--- config.mk ---
export PLATFORM = sky130hd
export DESIGN_NAME = bbiq_port
export DESIGN_NICKNAME = d
export VERILOG_FILES = /design/src/hdl/bbiq_pkg.sv /design/src/hdl/bbiq_port.sv
export SDC_FILE = /design/constraint.sdc
export NUM_CORES = 1
export LEC_CHECK = 0
export ABC_AREA = 1
export BUFFER_PORTS_ARGS = -buffer_cell sky130_fd_sc_hd__buf_2
export CAP_MARGIN = 20
export CORE_AREA = 2 2 258 196
export DETAILED_ROUTE_END_ITERATION = 16
export DIE_AREA = 0 0 260 198
export PLACE_DENSITY = 0.73
export SETUP_SLACK_MARGIN = 0.1
export SYNTH_ARGS = -nofsm -noshare
export SYNTH_HDL_FRONTEND = slang
export SYNTH_SLANG_ARGS = --single-unit
export TNS_END_PERCENT = 20
--- constraint.sdc ---
create_clock -name core_clk -period 7.8 [get_ports core_clk]
set_input_delay 1.56 -clock core_clk [delete_from_list [all_inputs] [get_ports core_clk]]
set_output_delay 1.56 -clock core_clk [all_outputs]
set_load 0.02 [all_outputs]
--- src/hdl/bbiq_pkg.sv ---
/*
  Constants for the baseband IQ user port: register map, control fields,
  enumerations and timing. Assumes a 250 MHz core clock.
*/
package bbiq_pkg;
  localparam int WORD_W = 18;
  localparam int POS_W  = 5;
  localparam int DIV_W  = 16;
  localparam int ADDR_W = 8;

  // register byte addresses
  localparam logic [ADDR_W-1:0] ADDR_CTRL    = 8'h00;
  localparam logic [ADDR_W-1:0] ADDR_CLKDIV  = 8'h04;
  localparam logic [ADDR_W-1:0] ADDR_STATUS  = 8'h08;
  localparam logic [ADDR_W-1:0] ADDR_RXCOUNT = 8'h0C;

  // control register fields
  localparam int B_ENABLE  = 0;
  localparam int B_TX      = 1;
  localparam int B_EXTCLK  = 2;
  localparam int B_SERIAL  = 3;
  localparam int B_DDR     = 4;
  localparam int B_ALIGNHI = 5;
  localparam int F_ILV     = 6;
  localparam int F_RATIO   = 8;
  localparam int B_MKPOL   = 11;
  localparam int F_WSIZE   = 16;
  localparam int F_MKBIT   = 24;

  localparam logic [31:0]      CTRL_RST   = 32'h0012_0000;
  localparam logic [DIV_W-1:0] CLKDIV_RST = 16'h0001;

  typedef enum logic [1:0] {
    ILV_NONE = 2'b00,
    ILV_IQ   = 2'b01,
    ILV_QI   = 2'b10
  } bbiq_ilv_t;

  typedef enum logic [2:0] {
    RAT_1    = 3'b000,
    RAT_4_5  = 3'b001,
    RAT_2_5  = 3'b010,
    RAT_1_5  = 3'b011,
    RAT_1_10 = 3'b100,
    RAT_1_20 = 3'b101
  } bbiq_ratio_t;

  // reference presence watchdog
  localparam int CLK_PERIOD_NS   = 4;
  localparam int REF_TIMEOUT_NS  = 1000;
  localparam int REF_TIMEOUT_CYC = REF_TIMEOUT_NS / CLK_PERIOD_NS;
endpackage

--- src/hdl/bbiq_port.sv ---
/*
  Baseband IQ user port: parallel/serial, interleaved IQ sample exchange
  with a device under test, transmit or receive, internal or external
  clock. Assumes a register master on core_clk and asynchronous pins;
  the bench resolves pin levels from the enables and pulls valid high.
*/
// What this block does
// - eighteen I lines and eighteen Q lines, words up to 18 bits
// - narrow parallel words sit at lowest or highest line, configurable
// - data lines driven in transmit, inputs in receive
// - fewer active lines for small words, interleaving or serial
// - data and clock always used; marker, valid optional; reference required under internal clocking
// - clock out: internal clock, or buffered copy of external clock
// - external clock input ignored under internal clocking
// - either clock source works with either direction
// - marker driven in transmit, sampled in receive
// - parallel interleaved: marker flags periods carrying the I word
// - serial: marker bit position and polarity configurable
// - serial plain: marker asserted at configured bit of each word
// - serial interleaved: marker from first component bit to second
// - transmit ratio below one inserts filler, valid low on filler
// - receive captures only periods with valid high
// - undriven valid reads high, so every period captured
// - reference input ignored under external clocking
// - sample rate halved by interleave, doubled by DDR, serial by size
// - sub-unity ratios only 4/5, 2/5, 1/5, 1/10, 1/20
// - data connections undriven while port is off
`timescale 1ns/1ns
module bbiq_port
  import bbiq_pkg::*;
#(
  parameter int W = WORD_W
)
(
  // clock, reset, enable
  input  wire logic              core_clk,
  input  wire logic              sys_rst,
  input  wire logic              clkEn,
  // register port
  input  wire logic [ADDR_W-1:0] regAddr,
  input  wire logic [31:0]       regWrData,
  input  wire logic              regWr,
  input  wire logic              regRd,
  output logic      [31:0]       regRdData,
  // transmit samples from the instrument side
  input  wire logic [W-1:0]      txI,
  input  wire logic [W-1:0]      txQ,
  input  wire logic              txSmpValid,
  output logic                   txSmpTaken,
  // received samples toward the instrument side
  output logic      [W-1:0]      rxI,
  output logic      [W-1:0]      rxQ,
  output logic                   rxSmpStb,
  // user pins
  input  wire logic [W-1:0]      iDataIn,
  output logic      [W-1:0]      iDataOut,
  input  wire logic [W-1:0]      qDataIn,
  output logic      [W-1:0]      qDataOut,
  output logic                   dataOe,
  input  wire logic              userClockIn,
  output logic                   userClockOut,
  input  wire logic              refIn,
  input  wire logic              markerIn,
  output logic                   markerOut,
  output logic                   markerOe,
  input  wire logic              validIn,
  output logic                   validOut,
  output logic                   validOe
);

  function automatic logic [POS_W-1:0] wsEff(input logic [POS_W-1:0] ws);
    wsEff = (ws == '0 || ws > POS_W'(W)) ? POS_W'(W) : ws;
  endfunction

  function automatic logic [W-1:0] maskLow(input logic [POS_W-1:0] ws);
    maskLow = ~({W{1'b1}} << ws);
  endfunction

  function automatic logic [W-1:0] alignWord(input logic [W-1:0] w,
    input logic [POS_W-1:0] ws, input logic hi);
    alignWord = hi ? ((w & maskLow(ws)) << (POS_W'(W) - ws))
                   : (w & maskLow(ws));
  endfunction

  function automatic logic [W-1:0] unalignWord(input logic [W-1:0] w,
    input logic [POS_W-1:0] ws, input logic hi);
    unalignWord = hi ? (w >> (POS_W'(W) - ws)) : (w & maskLow(ws));
  endfunction

  // filler pattern: num valid slots out of den
  function automatic logic [POS_W-1:0] ratioNum(input bbiq_ratio_t r);
    case (r)
      RAT_4_5: ratioNum = 5'h04;
      RAT_2_5: ratioNum = 5'h02;
      default: ratioNum = 5'h01;
    endcase
  endfunction

  function automatic logic [POS_W-1:0] ratioDen(input bbiq_ratio_t r);
    case (r)
      RAT_4_5, RAT_2_5, RAT_1_5: ratioDen = 5'h05;
      RAT_1_10:                  ratioDen = 5'h0A;
      RAT_1_20:                  ratioDen = 5'h14;
      default:                   ratioDen = 5'h01;
    endcase
  endfunction

  // synchronisers: stage 1 feeds stage 2 only
  logic [W-1:0] iS1, iS2, qS1, qS2;
  logic         clkS1, clkS2, refS1, refS2, mkS1, mkS2, vlS1, vlS2;

  always_ff @(posedge core_clk)
  begin
    if (sys_rst)
    begin
      {iS1, iS2, qS1, qS2} <= '0;
      {clkS1, clkS2, refS1, refS2, mkS1, mkS2} <= '0;
      vlS1 <= 1'b1;
      vlS2 <= 1'b1;
    end
    else if (clkEn)
    begin
      iS1   <= iDataIn;
      iS2   <= iS1;
      qS1   <= qDataIn;
      qS2   <= qS1;
      clkS1 <= userClockIn;
      clkS2 <= clkS1;
      refS1 <= refIn;
      refS2 <= refS1;
      mkS1  <= markerIn;
      mkS2  <= mkS1;
      vlS1  <= validIn;
      vlS2  <= vlS1;
    end
  end

  logic [31:0]       ctrl_ff, nxt_ctrl;
  logic [DIV_W-1:0]  div_ff, nxt_div, divCnt_ff, nxt_divCnt;
  logic [31:0]       rxCnt_ff, nxt_rxCnt, rdData_ff, nxt_rdData;
  logic [7:0]        refTmr_ff, nxt_refTmr;
  logic              refOk_ff, nxt_refOk, refPrev_ff, intClk_ff, nxt_intClk;
  logic              srcPrev_ff, clkOut_ff, nxt_clkOut, mkPrev_ff;
  logic [POS_W-1:0]  pos_ff, nxt_pos, ratPh_ff, nxt_ratPh;
  logic              comp_ff, nxt_comp, slotVal_ff, nxt_slotVal;
  logic [W-1:0]      curI_ff, nxt_curI, curQ_ff, nxt_curQ;
  logic [W-1:0]      shI_ff, nxt_shI, shQ_ff, nxt_shQ;
  logic [W-1:0]      rxI_ff, nxt_rxI, rxQ_ff, nxt_rxQ;
  logic [W-1:0]      iOut_ff, nxt_iOut, qOut_ff, nxt_qOut;
  logic              rxStb_ff, nxt_rxStb, taken_ff, nxt_taken;
  logic              mkOut_ff, nxt_mkOut, vlOut_ff, nxt_vlOut, oe_ff, nxt_oe;

  logic              en, tx, ext, ser, ddr, hi, mkPol, ilvOn;
  bbiq_ilv_t         ilv;
  bbiq_ratio_t       ratio;
  logic [POS_W-1:0]  ws, mkBit, lastPos;
  logic              srcClk, tick, start, isI, wrap, mkAct;
  logic [W-1:0]      useI, useQ, word;

  always_comb
  begin
    en     = ctrl_ff[B_ENABLE];
    tx     = ctrl_ff[B_TX];
    ext    = ctrl_ff[B_EXTCLK];
    ser    = ctrl_ff[B_SERIAL];
    ddr    = ctrl_ff[B_DDR];
    hi     = ctrl_ff[B_ALIGNHI];
    mkPol  = ctrl_ff[B_MKPOL];
    ilv    = bbiq_ilv_t'(ctrl_ff[F_ILV +: 2]);
    ratio  = bbiq_ratio_t'(ctrl_ff[F_RATIO +: 3]);
    ws     = wsEff(ctrl_ff[F_WSIZE +: POS_W]);
    mkBit  = ctrl_ff[F_MKBIT +: POS_W];
    ilvOn  = (ilv != ILV_NONE);
    lastPos = ser ? ws - 5'h01 : '0;
    // other source's clock never reaches the edge finder
    srcClk = ext ? clkS2 : intClk_ff;
    tick   = en & ((srcClk & ~srcPrev_ff)
                   | (ddr & ~srcClk & srcPrev_ff));
    start  = (pos_ff == '0) && !comp_ff;
    wrap   = (pos_ff == lastPos) && (comp_ff || !ilvOn);
    isI    = (ilv == ILV_QI) ? comp_ff : !comp_ff;
    // marker in receive is sampled the same way as it is driven
    mkAct  = mkS2 ^ (ser & mkPol);

    nxt_ctrl = ctrl_ff;
    nxt_div  = div_ff;
    if (regWr && regAddr == ADDR_CTRL)
      nxt_ctrl = regWrData;
    if (regWr && regAddr == ADDR_CLKDIV)
      nxt_div = (regWrData[DIV_W-1:0] == '0) ? CLKDIV_RST
                                              : regWrData[DIV_W-1:0];
    // unlisted ratio codes fall back to one sample per slot
    if (nxt_ctrl[F_RATIO +: 3] > RAT_1_20)
      nxt_ctrl[F_RATIO +: 3] = RAT_1;

    // reference watchdog, only meaningful under internal clocking
    nxt_refTmr = refTmr_ff;
    nxt_refOk  = refOk_ff;
    if (ext)
    begin
      nxt_refTmr = '0;
      nxt_refOk  = 1'b0;
    end
    else if (refS2 != refPrev_ff)
    begin
      nxt_refTmr = '0;
      nxt_refOk  = 1'b1;
    end
    else if (refTmr_ff == 8'(REF_TIMEOUT_CYC))
      nxt_refOk = 1'b0;
    else
      nxt_refTmr = refTmr_ff + 8'h01;

    nxt_divCnt = '0;
    nxt_intClk = 1'b0;
    if (en && !ext && refOk_ff)
    begin
      nxt_intClk = intClk_ff;
      nxt_divCnt = divCnt_ff + 16'h0001;
      if (divCnt_ff >= div_ff - 16'h0001)
      begin
        nxt_divCnt = '0;
        nxt_intClk = ~intClk_ff;
      end
    end
    nxt_clkOut = en & srcClk;

    nxt_pos = pos_ff;
    nxt_comp = comp_ff;
    nxt_ratPh = ratPh_ff;
    nxt_slotVal = slotVal_ff;
    nxt_curI = curI_ff;
    nxt_curQ = curQ_ff;
    nxt_shI = shI_ff;
    nxt_shQ = shQ_ff;
    nxt_rxI = rxI_ff;
    nxt_rxQ = rxQ_ff;
    nxt_rxStb = 1'b0;
    nxt_taken = 1'b0;
    nxt_iOut = iOut_ff;
    nxt_qOut = qOut_ff;
    nxt_mkOut = mkOut_ff;
    nxt_vlOut = vlOut_ff;
    nxt_rxCnt = rxCnt_ff;
    useI = curI_ff;
    useQ = curQ_ff;
    word = '0;
    nxt_oe = en & tx;

    if (!en || regWr)
    begin
      nxt_pos = '0;
      nxt_comp = 1'b0;
      nxt_ratPh = '0;
      nxt_slotVal = 1'b0;
      nxt_iOut = '0;
      nxt_qOut = '0;
      nxt_mkOut = 1'b0;
      nxt_vlOut = 1'b0;
    end
    else if (tick && tx)
    begin
      if (start)
      begin
        nxt_slotVal = (ratPh_ff < ratioNum(ratio)) && txSmpValid;
        nxt_taken = nxt_slotVal;
        nxt_ratPh = (ratPh_ff >= ratioDen(ratio) - 5'h01) ? '0
                    : ratPh_ff + 5'h01;
        useI = nxt_slotVal ? txI : '0; // filler words are zero
        useQ = nxt_slotVal ? txQ : '0;
        nxt_curI = useI;
        nxt_curQ = useQ;
      end
      nxt_vlOut = nxt_slotVal;
      word = isI ? useI : useQ;
      nxt_iOut = '0;
      nxt_qOut = '0;
      if (!ser && !ilvOn)
      begin
        nxt_iOut = alignWord(useI, ws, hi);
        nxt_qOut = alignWord(useQ, ws, hi);
        nxt_mkOut = 1'b0;
      end
      else if (!ser)
      begin
        nxt_iOut = alignWord(word, ws, hi);
        nxt_mkOut = isI;
      end
      else
      begin
        if (ilvOn)
        begin
          nxt_iOut[0] = word[lastPos - pos_ff];
          nxt_mkOut = mkPol ^ (comp_ff ? pos_ff <= mkBit
                                       : pos_ff >= mkBit);
        end
        else
        begin
          nxt_iOut[0] = useI[lastPos - pos_ff];
          nxt_qOut[0] = useQ[lastPos - pos_ff];
          nxt_mkOut = mkPol ^ (pos_ff == mkBit);
        end
      end
    end
    else if (tick && vlS2) // pull-up keeps vlS2 high if undriven
    begin
      if (!ser && !ilvOn)
      begin
        nxt_rxI = unalignWord(iS2, ws, hi);
        nxt_rxQ = unalignWord(qS2, ws, hi);
        nxt_rxStb = 1'b1;
      end
      else if (!ser)
      begin
        // marker names the I word; pair completes on the Q word
        if (mkS2)
          nxt_shI = unalignWord(iS2, ws, hi);
        else
        begin
          nxt_rxI = shI_ff;
          nxt_rxQ = unalignWord(iS2, ws, hi);
          nxt_rxStb = 1'b1;
        end
      end
      else
      begin
        if (mkAct && !mkPrev_ff)
        begin
          nxt_pos = mkBit; // realign word framing on marker start
          nxt_comp = 1'b0;
        end
        else
          nxt_pos = pos_ff;
        if (ilvOn && ((ilv == ILV_QI) ? nxt_comp : !nxt_comp))
          nxt_shI = {shI_ff[W-2:0], iS2[0]};
        else if (ilvOn)
          nxt_shQ = {shQ_ff[W-2:0], iS2[0]};
        else
        begin
          nxt_shI = {shI_ff[W-2:0], iS2[0]};
          nxt_shQ = {shQ_ff[W-2:0], qS2[0]};
        end
        if (nxt_pos == lastPos && (nxt_comp || !ilvOn))
        begin
          nxt_rxI = nxt_shI & maskLow(ws);
          nxt_rxQ = nxt_shQ & maskLow(ws);
          nxt_rxStb = 1'b1;
        end
      end
    end
    if (en && !regWr && tick)
    begin
      // serial position advances per transfer, restart at word end
      if (!ser && !ilvOn)
        nxt_comp = 1'b0;
      else if (!ser)
        nxt_comp = tx ? ~comp_ff : 1'b0;
      else if ((tx ? pos_ff : nxt_pos) == lastPos)
      begin
        nxt_pos = '0;
        nxt_comp = ilvOn & ~(tx ? comp_ff : nxt_comp);
      end
      else
        nxt_pos = (tx ? pos_ff : nxt_pos) + 5'h01;
    end
    if (nxt_rxStb)
      nxt_rxCnt = rxCnt_ff + 32'h0000_0001;

    nxt_rdData = '0;
    if (regRd)
      case (regAddr)
        ADDR_CTRL:    nxt_rdData = ctrl_ff;
        ADDR_CLKDIV:  nxt_rdData = {16'h0000, div_ff};
        ADDR_STATUS:  nxt_rdData = {28'h0000000, slotVal_ff, wrap,
                                    srcClk, refOk_ff};
        ADDR_RXCOUNT: nxt_rdData = rxCnt_ff;
        default:      nxt_rdData = '0;
      endcase
  end

  always_ff @(posedge core_clk)
  begin
    if (sys_rst)
    begin
      ctrl_ff <= CTRL_RST;
      div_ff <= CLKDIV_RST;
      {divCnt_ff, rxCnt_ff, rdData_ff, refTmr_ff} <= '0;
      {refOk_ff, refPrev_ff, intClk_ff, srcPrev_ff, clkOut_ff} <= '0;
      {mkPrev_ff, pos_ff, ratPh_ff, comp_ff, slotVal_ff} <= '0;
      {curI_ff, curQ_ff, shI_ff, shQ_ff, rxI_ff, rxQ_ff} <= '0;
      {iOut_ff, qOut_ff, rxStb_ff, taken_ff} <= '0;
      {mkOut_ff, vlOut_ff, oe_ff} <= '0;
    end
    else if (clkEn)
    begin
      ctrl_ff <= nxt_ctrl;
      div_ff <= nxt_div;
      divCnt_ff <= nxt_divCnt;
      rxCnt_ff <= nxt_rxCnt;
      rdData_ff <= nxt_rdData;
      refTmr_ff <= nxt_refTmr;
      refOk_ff <= nxt_refOk;
      refPrev_ff <= refS2;
      intClk_ff <= nxt_intClk;
      srcPrev_ff <= srcClk;
      clkOut_ff <= nxt_clkOut;
      mkPrev_ff <= mkAct;
      pos_ff <= nxt_pos;
      ratPh_ff <= nxt_ratPh;
      comp_ff <= nxt_comp;
      slotVal_ff <= nxt_slotVal;
      curI_ff <= nxt_curI;
      curQ_ff <= nxt_curQ;
      shI_ff <= nxt_shI;
      shQ_ff <= nxt_shQ;
      rxI_ff <= nxt_rxI;
      rxQ_ff <= nxt_rxQ;
      iOut_ff <= nxt_iOut;
      qOut_ff <= nxt_qOut;
      rxStb_ff <= nxt_rxStb;
      taken_ff <= nxt_taken;
      mkOut_ff <= nxt_mkOut;
      vlOut_ff <= nxt_vlOut;
      oe_ff <= nxt_oe;
    end
  end

  assign regRdData    = rdData_ff;
  assign txSmpTaken   = taken_ff;
  assign rxI          = rxI_ff;
  assign rxQ          = rxQ_ff;
  assign rxSmpStb     = rxStb_ff;
  assign iDataOut     = iOut_ff;
  assign qDataOut     = qOut_ff;
  assign dataOe       = oe_ff;
  assign userClockOut = clkOut_ff;
  assign markerOut    = mkOut_ff;
  assign markerOe     = oe_ff;
  assign validOut     = vlOut_ff;
  assign validOe      = oe_ff;
endmodule

==> flow_summary.yaml <==
run_status:
  result_of_the_run: "finished clean"
cts:
  clock-sinks: 382
  ctsResizeCount: 0
  cts_made_buffers: 42
  tritoncts: "built"
  cts-htree-levels: 2
  max-clock-path-buffers: 3
  clk-insertion-delay-late_ns: 0.61
  clock_root_cell: "clkbuf_16"
  cts_setup_buffers: 0
  post_cts_hold_buffer_count: 0
  clk_pin_slew_worst_paths_ns: 0.06
route:
  routed_via_density: 6.03
  routed-via-count: 27700
  dr.first_iter.drc_count: 4061
  wire_per_inst_um: 21.5
  routed_wl_um: 98700
  drcViolationCount: 0
  drt_first_pass_iters: 6
  detail-route-antenna-nets: 0
placement:
  portBuffers: 233
  placed_area_mm2: 0.0256
  post-dp-hpwl_um: 71300
  place_congestion: 1.03
floorplanning:
  y_dimension_of_the_die_um: 198
  io-pin-count: 234
  placementRows: 71
  die_area_mm2: 0.0515
  initial_utilization: 0.491
  core_outline_area_mm2: 0.0493
  die_w_um: 260
worst_setup_path:
  number_of_gates_on_the_worst_path_with_buffers_counted: 19
  timing.rr.start: "ctrl_ff[20]"
  cp_cell_sequence: "inv_1 -> nand3_2 -> nand3_4 -> ha_2 -> buf_4 -> nor2_1 -> xor2_1 -> o211ai_1 -> nor2_1 -> nand3_1 -> nand2_1 -> nand2_2 -> inv_2 -> nand3_4 -> nor2_4 -> nand2_1 -> nand2_1 -> nand2_1 -> nor2_1"
  path_buf_inv: 3
  timing.reg2reg.worst_path_depth: 19
  worstPathMaxFanout: 76
  crit-reg2reg-capture: "rxCnt_ff[10]"
  cp.arrival_ns: 5.78
  kind_of_cell_adding_the_most_delay_to_the_critical_path: "simple AND/OR/NAND/NOR gates"
  crit_path_top_delay_cell: "inv_2"
  crit_type: "reg -> reg"
  ff2ff_setup_slack_ns: 2.56
  worst_ep_required_time_ns: 8.34
  timing.critical_path.from_type: "register"
  setup.worst_path.end: "rxCnt_ff[10]"
  crit_path_start: "ctrl_ff[20]"
  max_stage_delay_ns: 0.90
  critical_path_sink_type: "register"
  crit_path_frequent_cell: "nand2_1"
sta:
  hold_viol: 0
  totalNegativeSetupSlack_ns: 0
  worstMarginPinSlew_ns: 1.28
  hold-worst-slack_ns: 0.457
  final_min_period_over_clock_period: 0.672
  rsz_0062_raised_after_global_routing: "false"
  finalClockSkew_ns: 0.0454
  max_slew_margin: 0.141
  timing.final.crit_period_ns: 5.24
  max_freq_mhz: 191
  number_of_pins_exceeding_their_max_slew_limit_in_the_final_report: 0
  timing.final.setup_violations: 0
yosys:
  number_of_synthesized_flops_with_an_enable_pin: 0
  synthesis.instances: 3828
  largest_area_contributor_in_the_synthesized_netlist: "dfxtp_1"
  synth_cell_type_count: 72
  yosys-top-cells-area: "dfxtp_1, nand2_1, o21ai_0"
  synthesis.area_mm2: 0.0242
  synth.yosys.seq_area_share: 0.316
  synth-seq-cells: 382
  synth-warning-count: 0
  syn_avg_cell_area_um2: 6.32
  async_flop_share: 0
  synth-main-ff-cell: "dfxtp_1"
  post_synthesis_net_count: 3996
  synthDominantCellAreaShare: 0.316
power:
  pwr-share-comb: 0.107
  power.switching_fraction: 0.280
  p_leak_nw: 11.4
  power.density_cell_area_mw_per_mm2: 172
  power.share.clock: 0.462
  power.internal_mw: 3.35
  sequential_fraction_of_design_power: 0.431
  vdd_ir_drop_max_mv: 0.143
  switching_power_mw: 1.30
  totalPowerFinal_mw: 4.66
layout:
  layout.area.seq_mm2: 0.00765
  final_cell_mix: "nand2_1, o21ai_0, dfxtp_1, nand3_1, nor2_1"
  final_layout_size_suffix_gt1_frac: 0.109
  layout.core_utilization: 0.549
  multiInputGateArea_mm2: 0.0144
  layout_commonest_cell: "nand2_1"
  postLayoutCellArea_mm2: 0.0271
  nets: 4073
  p_r_area_growth_vs_syn_pct: 11.8
  fillerInstances: 5033
global_route:
  grtUsageTotal: 0.371
  grt_start_max_net_pins: 207
  gr-total-overflow: 0
  grt_antenna_before_repair: 0
  grt_first_pass_wirelength_um: 148000
  first_global_vias: 24300
hold_path:
  hold_class: "reg -> reg"
run:
  timing.max_cap.violations: 0
==> cells in the mapped netlist, types with 7 or more instances <==
| master | n |
|---|---|
| nand3_1 | 355 |
| inv_1 | 295 |
| buf_1 | 34 |
| nor4_1 | 17 |
| nor3_1 | 41 |
| a31oi_1 | 53 |
| and2_1 | 7 |
| nor2_1 | 313 |
| ha_1 | 45 |
| nand2_1 | 930 |
| nand4_1 | 52 |
| a21oi_1 | 308 |
| xor2_1 | 43 |
| a211oi_1 | 24 |
| o21ai_1 | 30 |
| o21ai_0 | 398 |
| a21boi_0 | 8 |
| clkbuf_1 | 175 |
| dfxtp_1 | 382 |
| o221ai_1 | 13 |
| o22ai_1 | 45 |
| xnor2_1 | 15 |
| nor2_2 | 13 |
| buf_2 | 26 |
| inv_2 | 17 |
| o211ai_1 | 68 |
| mux2i_1 | 7 |
==> cell families after synthesis <==
kind of cell               share of synthesized area
and+or+nand+nor                                0.313
AOI/OAI and AO/OA                              0.232
buffers and inverters                         0.0911
DFF                                            0.316
xor gates and xnor gates                      0.0217
adders and majority gates                     0.0241
muxes                                        0.00289
==> power groups by stage <==
stage	sequential (mW)	clock, mW	combinational [mW]
floorplan	2.04	0	0.308
global placement	2.05	0	0.478
detailed placement	2.05	0	0.475
CTS	2.00	2.17	0.478
global route	2.01	2.25	0.540
finish	2.01	2.15	0.500
==> tightest hold or removal path: stages, from the launching register on <==
cell     delay, ns
dfxtp_1       0.32
nand2_1       0.05
nand3_1       0.05
==> routing by layer <==
layer / GRT usage / wire length (um) / vias up
met2: 0.508 / 38600 / 1656
met3: 0.104 / 13800 / 198
met1: 0.554 / 43200 / 12700
li1: - / - / 13100
met4: 0.108 / 3090 / 0
met5: 0 / 0 / -
==> stage by stage <==
stage	setup slack, ns	std cells
final	2.56	4596
after global routing	2.14	4595
after CTS	2.62	4594
after detailed placement	2.47	4517
after global placement	2.59	4517
after floorplan	3.91	3828
==> how the worst min path moves through the flow <==
stage,endpoint,startpoint,depth (start not counted)
2_1_floorplan,vlS1,vlS1,2
3_3_place_gp,vlS1,vlS1,2
3_5_place_dp,vlS1,vlS1,2
4_1_cts,vlS1,vlS1,2
5_1_grt,markerOut,markerOut,2
6_report,vlS1,vlS1,2
==> registers in the layout, summed over array words and instances, names as in the netlist, 5 cells and up <==
| register | flops |
|---|---|
| ctrl_ff | 32 |
| regRdData | 32 |
| rxCnt_ff | 32 |
| curI_ff | 18 |
| curQ_ff | 18 |
| iDataOut | 18 |
| iS1 | 18 |
| iS2 | 18 |
| qDataOut | 18 |
| qS1 | 18 |
| qS2 | 18 |
| rxI | 18 |
| rxQ | 18 |
| shI_ff | 18 |
| shQ_ff | 18 |
| divCnt_ff | 16 |
| div_ff | 16 |
| refTmr_ff | 8 |
| pos_ff | 5 |
| ratPh_ff | 5 |
==> cell type report <==
| type | count | area share |
|---|---|---|
| Antenna cell | 1 | 0.0000924 |
| Clock buffer | 56 | 0.0441 |
| Clock inverter | 21 | 0.00994 |
| Inverter | 319 | 0.0445 |
| Multi-Input combinational cell | 2882 | 0.532 |
| Sequential cell | 382 | 0.283 |
| Tap cell | 657 | 0.0304 |
| Timing Repair Buffer | 278 | 0.0562 |
No activity file was read; power rests on OpenSTA's default activity.
